## config.mk

```make
export PLATFORM = sky130hd
export DESIGN_NAME = usb_in_endpoint_control
export DESIGN_NICKNAME = d
export VERILOG_FILES = /design/src/logic/ep_decode.v /design/src/logic/pkt_counter.v /design/src/logic/usb_in_endpoint_control.v
export VERILOG_INCLUDE_DIRS = /design/src /design/src/common
export SDC_FILE = /design/constraint.sdc
export NUM_CORES = 1
export LEC_CHECK = 0
export ABC_AREA = 1
export BUFFER_PORTS_ARGS = -buffer_cell sky130_fd_sc_hd__buf_4
export CAP_MARGIN = 15
export CELL_PAD_IN_SITES_DETAIL_PLACEMENT = 0
export CELL_PAD_IN_SITES_GLOBAL_PLACEMENT = 1
export CORE_UTILIZATION = 40
export CTS_CLUSTER_DIAMETER = 200
export DETAILED_ROUTE_END_ITERATION = 12
export PLACE_DENSITY_LB_ADDON = 0.12
export SLEW_MARGIN = 20
export SYNTH_ARGS = -nofsm -noshare
export SYNTH_HDL_FRONTEND = slang
export SYNTH_SLANG_ARGS = --single-unit
```

## constraint.sdc

```tcl
create_clock -name clk_i -period 4 [get_ports clk_i]
set_input_delay 0.4 -clock clk_i [delete_from_list [all_inputs] [get_ports clk_i]]
set_output_delay 0.4 -clock clk_i [all_outputs]
set_load 0.05 [all_outputs]
```

## src/common/in_ep_consts.vh

```
// Constants for the per-endpoint IN control block
`ifndef IN_EP_CONSTS_VH
`define IN_EP_CONSTS_VH
`define EP_FIRST 5'h01
`define EP_LAST 5'h0B
`define EP_COUNT 11
`define OFS_INDEX 8'h0E
`define OFS_MAXP 8'h10
`define OFS_CSRL 8'h12
`define OFS_CSRU 8'h13
`define MAXP_RESET 16'h0000
`define CSRL_RESET 8'h00
`define CSRU_RESET 8'h00
`define MAXP_SIZE_MSB 10
`define MAXP_MULT_LSB 11
`define MAXP_MULT_MSB 15
`define B_INCOMP 7
`define B_CLRTOG 6
`define B_SENTSTALL 5
`define B_SENDSTALL 4
`define B_FLUSH 3
`define B_UNDERRUN 2
`define B_NOTEMPTY 1
`define B_PKTRDY 0
`define U_AUTOSET 7
`define U_ISO 6
`define U_DBLBUF 5
`define TT_BULK 1'b0
`define TT_ISO 1'b1
`endif

```

## src/logic/ep_decode.v

```verilog
// Address decoder for the endpoint register window
`include "in_ep_consts.vh"
module ep_decode (
	input wire [7:0] addr_i,
	input wire [4:0] index_i,
	output reg sel_index_o,
	output reg sel_maxp_o,
	output reg sel_csrl_o,
	output reg sel_csru_o,
	output wire ep_ok_o,
	output wire [3:0] slot_o
);
	wire [4:0] slot_full;
	assign ep_ok_o = (index_i >= `EP_FIRST) && (index_i <= `EP_LAST);
	assign slot_full = index_i - `EP_FIRST;
	assign slot_o = slot_full[3:0];
	always @* begin
		sel_index_o = 1'b0;
		sel_maxp_o = 1'b0;
		sel_csrl_o = 1'b0;
		sel_csru_o = 1'b0;
		if (addr_i == `OFS_INDEX) begin
			sel_index_o = 1'b1;
		end else if (addr_i == `OFS_MAXP) begin
			sel_maxp_o = 1'b1;
		end else if (addr_i == `OFS_CSRL) begin
			sel_csrl_o = 1'b1;
		end else if (addr_i == `OFS_CSRU) begin
			sel_csru_o = 1'b1;
		end
	end
endmodule // ep_decode

```

## src/logic/pkt_counter.v

```verilog
// Packet count tracker of one IN FIFO (zero to two packets)
module pkt_counter (
	input wire clk_i,
	input wire rst_i,
	input wire load_i,
	input wire drop_i,
	input wire clear_i,
	output reg [1:0] count_o
);
	always @(posedge clk_i) begin
		if (rst_i || clear_i) begin
			count_o <= 2'h0;
		end else if (load_i && !drop_i && count_o != 2'h2) begin
			count_o <= count_o + 2'h1;
		end else if (drop_i && !load_i && count_o != 2'h0) begin
			count_o <= count_o - 2'h1;
		end
	end
endmodule // pkt_counter

```

## src/logic/usb_in_endpoint_control.v

```verilog
// Per-endpoint IN control and status registers for endpoints 1 to 11
//
// Local design decision: the Wishbone slave port.
`include "in_ep_consts.vh"
module usb_in_endpoint_control (
	input wire clk_i,
	input wire rst_i,
	input wire wb_cyc_i,
	input wire wb_stb_i,
	input wire wb_we_i,
	input wire [7:0] wb_adr_i,
	input wire [1:0] wb_sel_i,
	input wire [15:0] wb_dat_i,
	output reg [15:0] wb_dat_o,
	output reg wb_ack_o,
	output reg wb_err_o,
	input wire [3:0] tok_ep_i,
	input wire tok_in_i,
	input wire tx_done_i,
	input wire iso_short_i,
	input wire [3:0] load_ep_i,
	input wire load_full_i,
	input wire load_done_i,
	output reg tok_stall_o,
	output reg tok_nak_o,
	output reg tok_zlp_o,
	output reg tok_data_o,
	output reg tok_toggle_o,
	output reg [15:0] tok_maxp_o,
	output reg [10:0] flush_mask_o
);
	// Token ports carry the slot number (endpoint minus one)
	reg [15:0] maxp_reg [0:`EP_COUNT-1];
	reg [7:0] csrl_reg [0:`EP_COUNT-1];
	reg [7:0] csru_reg [0:`EP_COUNT-1];
	reg [10:0] toggle_reg;
	reg [4:0] index_reg;
	wire sel_index;
	wire sel_maxp;
	wire sel_csrl;
	wire sel_csru;
	wire ep_ok;
	wire [3:0] slot;
	wire [1:0] cnt [0:`EP_COUNT-1];
	wire req;
	wire wr;
	wire tok_ok;
	wire load_ok;
	reg [7:0] c;
	reg [7:0] t;
	reg sent_stall;
	reg underrun_set;
	reg zlp;
	reg [7:0] csrl_next [0:`EP_COUNT-1];
	reg [10:0] toggle_next;
	reg [10:0] flush_next;
	integer i;
	integer j;

	// ------------------------------------------------------------
	// Bus slave
	// ------------------------------------------------------------
	assign req = wb_cyc_i && wb_stb_i && !wb_ack_o && !wb_err_o;
	assign wr = req && wb_we_i && ep_ok;
	assign tok_ok = tok_ep_i < `EP_COUNT;
	assign load_ok = load_ep_i < `EP_COUNT;

	ep_decode u_dec (
		.addr_i(wb_adr_i),
		.index_i(index_reg),
		.sel_index_o(sel_index),
		.sel_maxp_o(sel_maxp),
		.sel_csrl_o(sel_csrl),
		.sel_csru_o(sel_csru),
		.ep_ok_o(ep_ok),
		.slot_o(slot)
	);

	function is_flag_clear;
		input [7:0] wdata;
		input integer bitpos;
		begin
			is_flag_clear = !wdata[bitpos];
		end
	endfunction

	function slot_hit;
		input valid;
		input [3:0] ep;
		input integer idx;
		begin
			slot_hit = valid && (ep == idx);
		end
	endfunction

	// One cycle answer; unmapped address or missing endpoint gets err
	always @(posedge clk_i) begin
		if (rst_i) begin
			wb_ack_o <= 1'b0;
			wb_err_o <= 1'b0;
			wb_dat_o <= 16'h0000;
			index_reg <= 5'h00;
		end else begin
			wb_ack_o <= 1'b0;
			wb_err_o <= 1'b0;
			if (req) begin
				wb_dat_o <= 16'h0000;
				if (sel_index) begin
					wb_ack_o <= 1'b1;
					wb_dat_o <= {11'h000, index_reg};
					if (wb_we_i && wb_sel_i[0]) begin
						index_reg <= wb_dat_i[4:0];
					end
				end else if (ep_ok && sel_maxp) begin
					wb_ack_o <= 1'b1;
					wb_dat_o <= maxp_reg[slot];
				end else if (ep_ok && sel_csrl) begin
					wb_ack_o <= 1'b1;
					wb_dat_o <= {csru_reg[slot], csrl_reg[slot]};
				end else if (ep_ok && sel_csru) begin
					wb_ack_o <= 1'b1;
					wb_dat_o <= {8'h00, csru_reg[slot]};
				end else begin
					wb_err_o <= 1'b1;
				end
			end
		end
	end

	// ------------------------------------------------------------
	// Per-endpoint state
	// ------------------------------------------------------------
	genvar g;
	generate
		for (g = 0; g < `EP_COUNT; g = g + 1) begin : gen_cnt
			pkt_counter u_cnt (
				.clk_i(clk_i),
				.rst_i(rst_i),
				.load_i(load_done_i && load_ok && load_ep_i == g),
				.drop_i((tx_done_i && tok_ok && tok_ep_i == g) || flush_mask_o[g]),
				.clear_i(tok_in_i && tok_ok && tok_ep_i == g && tok_stall_o),
				.count_o(cnt[g])
			);
		end
	endgenerate

	// ------------------------------------------------------------
	// Lower status next state
	// ------------------------------------------------------------
	// Hardware sets come after firmware clears, so an event is
	// never lost to a firmware write of the status byte in the same cycle
	always @* begin
		c = 8'h00;
		t = 8'h00;
		sent_stall = 1'b0;
		underrun_set = 1'b0;
		toggle_next = toggle_reg;
		flush_next = 11'h000;
		for (j = 0; j < `EP_COUNT; j = j + 1) begin
			c = csrl_reg[j];
			// Firmware byte, only in the cycle of its write
			t = 8'h00;
			sent_stall = 1'b0;
			underrun_set = 1'b0;
			// Software write to the lower register
			if (wr && sel_csrl && wb_sel_i[0] && slot == j) begin
				t = wb_dat_i[7:0];
				if (is_flag_clear(t, `B_INCOMP)) begin
					c[`B_INCOMP] = 1'b0;
				end
				if (is_flag_clear(t, `B_SENTSTALL)) begin
					c[`B_SENTSTALL] = 1'b0;
				end
				if (is_flag_clear(t, `B_UNDERRUN)) begin
					c[`B_UNDERRUN] = 1'b0;
				end
				if (is_flag_clear(t, `B_NOTEMPTY)) begin
					c[`B_NOTEMPTY] = 1'b0;
				end
				c[`B_SENDSTALL] = t[`B_SENDSTALL];
				if (t[`B_CLRTOG]) begin
					toggle_next[j] = 1'b0;
				end
				if (t[`B_PKTRDY]) begin
					c[`B_PKTRDY] = 1'b1;
				end
				if (t[`B_FLUSH]) begin
					flush_next[j] = 1'b1;
					c[`B_PKTRDY] = 1'b0;
				end
			end
			if (slot_hit(load_done_i && load_full_i && load_ok, load_ep_i, j) && csru_reg[j][`U_AUTOSET]) begin
				c[`B_PKTRDY] = 1'b1;
			end
			if (slot_hit(tok_in_i && tok_ok, tok_ep_i, j)) begin
				if (tok_stall_o) begin
					sent_stall = 1'b1;
				end else if (tok_nak_o || tok_zlp_o) begin
					underrun_set = 1'b1;
				end
			end
			// clear on transmit, or early when double buffered
			if (slot_hit(tx_done_i && tok_ok, tok_ep_i, j)) begin
				toggle_next[j] = ~toggle_reg[j];
				c[`B_PKTRDY] = 1'b0;
			end
			if (csru_reg[j][`U_DBLBUF] && cnt[j] == 2'h1 && c[`B_PKTRDY] && !t[`B_PKTRDY]) begin
				c[`B_PKTRDY] = 1'b0;
			end
			// stall sent flushes and clears ready
			if (sent_stall) begin
				c[`B_SENTSTALL] = 1'b1;
				c[`B_PKTRDY] = 1'b0;
				flush_next[j] = 1'b1;
			end
			if (underrun_set) begin
				c[`B_UNDERRUN] = 1'b1;
			end
			if (slot_hit(iso_short_i && tok_ok, tok_ep_i, j) && csru_reg[j][`U_ISO]) begin
				c[`B_INCOMP] = 1'b1;
			end
			if (cnt[j] != 2'h0) begin
				c[`B_NOTEMPTY] = 1'b1;
			end
			c[`B_CLRTOG] = 1'b0;
			c[`B_FLUSH] = 1'b0;
			csrl_next[j] = c;
		end
	end

	always @(posedge clk_i) begin
		if (rst_i) begin
			toggle_reg <= 11'h000;
			flush_mask_o <= 11'h000;
			for (i = 0; i < `EP_COUNT; i = i + 1) begin
				maxp_reg[i] <= `MAXP_RESET;
				csrl_reg[i] <= `CSRL_RESET;
				csru_reg[i] <= `CSRU_RESET;
			end
		end else begin
			toggle_reg <= toggle_next;
			flush_mask_o <= flush_next;
			for (i = 0; i < `EP_COUNT; i = i + 1) begin
				csrl_reg[i] <= csrl_next[i];
				// full sixteen bits stored as written
				if (wr && sel_maxp && slot == i) begin
					if (wb_sel_i[0]) begin
						maxp_reg[i][7:0] <= wb_dat_i[7:0];
					end
					if (wb_sel_i[1]) begin
						maxp_reg[i][15:8] <= wb_dat_i[15:8];
					end
				end
				if (wr && slot == i && ((sel_csrl && wb_sel_i[1]) || (sel_csru && wb_sel_i[0]))) begin
					csru_reg[i] <= sel_csrl ? wb_dat_i[15:8] : wb_dat_i[7:0];
				end
			end
		end
	end

	// ------------------------------------------------------------
	// Token answer
	// ------------------------------------------------------------
	// stall while bit set, not iso
	always @* begin
		tok_stall_o = 1'b0;
		tok_nak_o = 1'b0;
		tok_zlp_o = 1'b0;
		tok_data_o = 1'b0;
		zlp = 1'b0;
		if (tok_ok) begin
			if (csrl_reg[tok_ep_i][`B_SENDSTALL] && !csru_reg[tok_ep_i][`U_ISO]) begin
				tok_stall_o = 1'b1;
			end else if (cnt[tok_ep_i] != 2'h0) begin
				tok_data_o = 1'b1;
			end else if (csru_reg[tok_ep_i][`U_ISO]) begin
				zlp = 1'b1;
				tok_zlp_o = zlp;
			end else begin
				tok_nak_o = 1'b1;
			end
		end
	end

	always @(posedge clk_i) begin
		if (rst_i) begin
			tok_toggle_o <= 1'b0;
			tok_maxp_o <= 16'h0000;
		end else if (tok_ok) begin
			tok_toggle_o <= toggle_reg[tok_ep_i];
			tok_maxp_o <= maxp_reg[tok_ep_i];
		end
	end
endmodule // usb_in_endpoint_control

```

==> impl_metrics.yaml <==
global_routing:
  grt_usage_pct: 31.10
  overflow: 0
  antenna_found_initial: 0
  grt_pass1_wl_um: 130500
  grt_pass1_vias: 19800
  grt_max_degree: 172
layout:
  synthToLayoutAreaGrowth_pct: 13.05
  final_area_mm2: 0.02535
  largest_reg_flops: 176
  fill_cells: 5589
  layout.nets: 3036
  drive_gt1_share_pct: 10.45
setup_path:
  r2r_end: "maxp_reg[2][13]"
  cp_data_required_time_ns: 3.60
  critPathMaxFanout: 12
  r2r_start: "index_reg[1]"
  rr_worst_depth: 9
  worst_setup_path_end_kind: "primary output"
  regToRegSetupSlack_ns: 1.03
  path_class: "in2out"
  crit_arrival_ns: 2.97
  cp-start-kind: "input pin"
  critPathLaunch: "tok_ep_i[1]"
die:
  die_w_um: 238.7
  die_height_um: 238.7
  start_util_pct: 40.61
  rows: 86
  fp.dieArea_mm2: 0.05700
  io_pins: 94
  fp.coreArea_mm2: 0.05520
clock_network:
  clock_sinks: 414
  post_cts_buffers: 0
  cts_resized: 0
  cts_hold_buf: 0
  numCtsBuffers: 49
  clockBufferDepth: 3
  clockRootBuffer: "clkbuf_16"
  cts_htree_levels: 2
  cts_tree: "yes"
  path_clk_slew_ns: 0.06
  clk_latency_ns: 0.60
synthesis:
  synth-seq-area-share_pct: 48.76
  synth.area.top_cells: "edfxtp_1, nand2_1, dfxtp_1"
  synth_top_area_share_pct: 35.36
  synthesis.nets: 3009
  netlist_instances: 2927
  avgSynthCellArea_um2: 7.659
  yosys.area.top_type: "edfxtp_1"
  yosysWarnings: 0
  ys_ff_latch: 414
  synth.distinct_cells: 42
  syn_area_mm2: 0.02242
placed_design:
  dpl_cell_area_mm2: 0.02374
  gp_congestion: 0.9323
  io_buffers: 93
  place_hpwl_um: 62980
sta:
  period_share_pct: 84.19
  fmax_mhz: 297.0
  tightest_slew_ns: 1.114
  slew_headroom_pct: 25.67
  rsz0062_at_grt: "false"
  drv_slew: 0
  setup_viol: 0
  min_period_ns: 3.367
  final.setup.tns_ns: 0
  finalHoldViolCount: 0
  fin_skew_ns: 0.01453
status:
  status: "finished clean"
pwr:
  vdd_drop_max_mv: 0.3302
  power_density_mw_per_mm2: 401.4
  power_mw: 10.17
  power_leakage_nw: 10.30
detailed_routing:
  drtIter0Drc: 2282
  firstDrtPassIters: 6
  drc: 0
  ant_nets: 0
  wl_per_cell_um: 23.66
  avgViaCountPerCell: 5.555
  drt_wl_total_um: 88580
  vias: 20790
worst_hold_path:
  hold_depth: 3
  hold_end: "toggle_reg[7]"
  worstHoldPathType: "in2reg"
  hold_path.startpoint: "tx_done_i"
job:
  max_cap_violations: 0
==> cell usage after synthesis (all sizes together) <==
| cell type | n |
|---|---|
| nand3b | 8 |
| xor2 | 2 |
| nand3 | 325 |
| or2 | 9 |
| o221ai | 2 |
| inv | 233 |
| xnor2 | 1 |
| dfxtp | 150 |
| and3 | 1 |
| o2111ai | 1 |
| nor4 | 1 |
| clkbuf | 88 |
| clkinv | 18 |
| nand2 | 844 |
| a31o | 4 |
| o22ai | 9 |
| edfxtp | 264 |
| ha | 38 |
| buf | 64 |
| o211ai | 28 |
| o21ai | 178 |
| a22oi | 61 |
| nor3b | 1 |
| nor2 | 424 |
| nor3 | 17 |
| a21oi | 141 |
| nand4 | 15 |
==> report_power, final <==
group / total, mW / switching, mW / internal, mW / leakage (nW)
combinational: 0.866 / 0.652 / 0.214 / 5.61
clock: 4.53 / 1.92 / 2.62 / 0.785
sequential: 4.77 / 0.0941 / 4.68 / 3.90
total: 10.2 / 2.66 / 7.51 / 10.3
==> kinds of logic (layout without fill, tap and decap cells) <==
group | after synthesis | in the layout | share of synthesized area [%]
other | 0 | 1 | 0
buffers and inverters | 403 | 470 | 7.155
AOI/OAI and AO/OA | 424 | 424 | 10.68
DFF | 414 | 414 | 48.76
and+or+nand+nor | 1645 | 1645 | 31.14
adders and majority gates | 38 | 38 | 2.121
xor gates and xnor gates | 3 | 3 | 0.1507
==> metal layers <==
metal  vias to the layer above  share of wire, %  GRT usage, %
met5                         -                 0             0
met4                         0               4.4         13.75
met3                       181               7.2         3.891
met2                       898                46         49.97
met1                      9975                42         41.96
li1                       9739                 -             -
==> per-stage QoR <==
stage	std cells	setup slack [ns]	hold WS, ns	util, %
after floorplan	2927	1.063	0.4460	-
after global placement	3651	0.7766	0.4575	43.00
after detailed placement	3651	0.7609	0.4627	43.00
after CTS	3742	0.7461	0.1097	45.91
after global routing	3742	0.6430	0.1411	45.91
final	3743	0.6326	0.1349	45.92
==> cells in the final DEF, fill, tap and decap left out, types with 4 or more instances in the layout <==
cell type   instances
a31o_2              4
dfxtp_1           149
a22oi_1            61
o21ai_0           156
clkbuf_8            4
nand3_2            19
nor2_2             11
nand2_1           827
inv_1             206
clkinv_2           15
nand3_1           306
nor2_1            399
o22ai_1             9
or2_2               7
clkbuf_16          50
nor2_4             13
ha_1               37
clkinv_1           24
edfxtp_1          264
buf_12              4
clkinvlp_4          5
o211ai_1           28
nand4_1            14
inv_2              26
a21oi_1           140
buf_4             124
o21ai_1            22
clkbuf_1            5
nand3b_1            8
bufinv_16           4
nor3_1             16
nand2_2            16
==> final cells by class <==
| class | count | area [um2] | area share [%] |
|---|---|---|---|
| diodes | 1 | 2.502 | 0.009873 |
| clock buffers | 59 | 1325 | 5.228 |
| clock inverters | 32 | 279.0 | 1.101 |
| inverters | 251 | 945.9 | 3.732 |
| multi-input cells | 2110 | 9912 | 39.11 |
| flip-flops and latches | 414 | 10930 | 43.14 |
| well taps | 748 | 935.9 | 3.693 |
| repair buffers | 128 | 1011 | 3.989 |
==> how the worst max path moves through the flow <==
| stage | endpoint | slack (ns) | cells past startpoint |
|---|---|---|---|
| after CTS | tok_nak_o | 0.75 | 12 |
| after floorplan | tok_nak_o | 1.06 | 11 |
| after detailed placement | tok_nak_o | 0.76 | 12 |
| final | tok_nak_o | 0.63 | 12 |
| after global placement | tok_nak_o | 0.78 | 12 |
| after global routing | tok_nak_o | 0.64 | 12 |
==> worst max-delay path, cell delays in order <==
cell and delay [ns]:
buf_4 0.20, nand2_2 0.31, inv_1 0.25, o21ai_0 0.20, nand4_1 0.17, nand2_1 0.21
nand3_1 0.14, nor2_2 0.09, buf_4 0.20, inv_1 0.07, nor3b_1 0.41, buf_4 0.29
(Power assumes the default switching activity.)
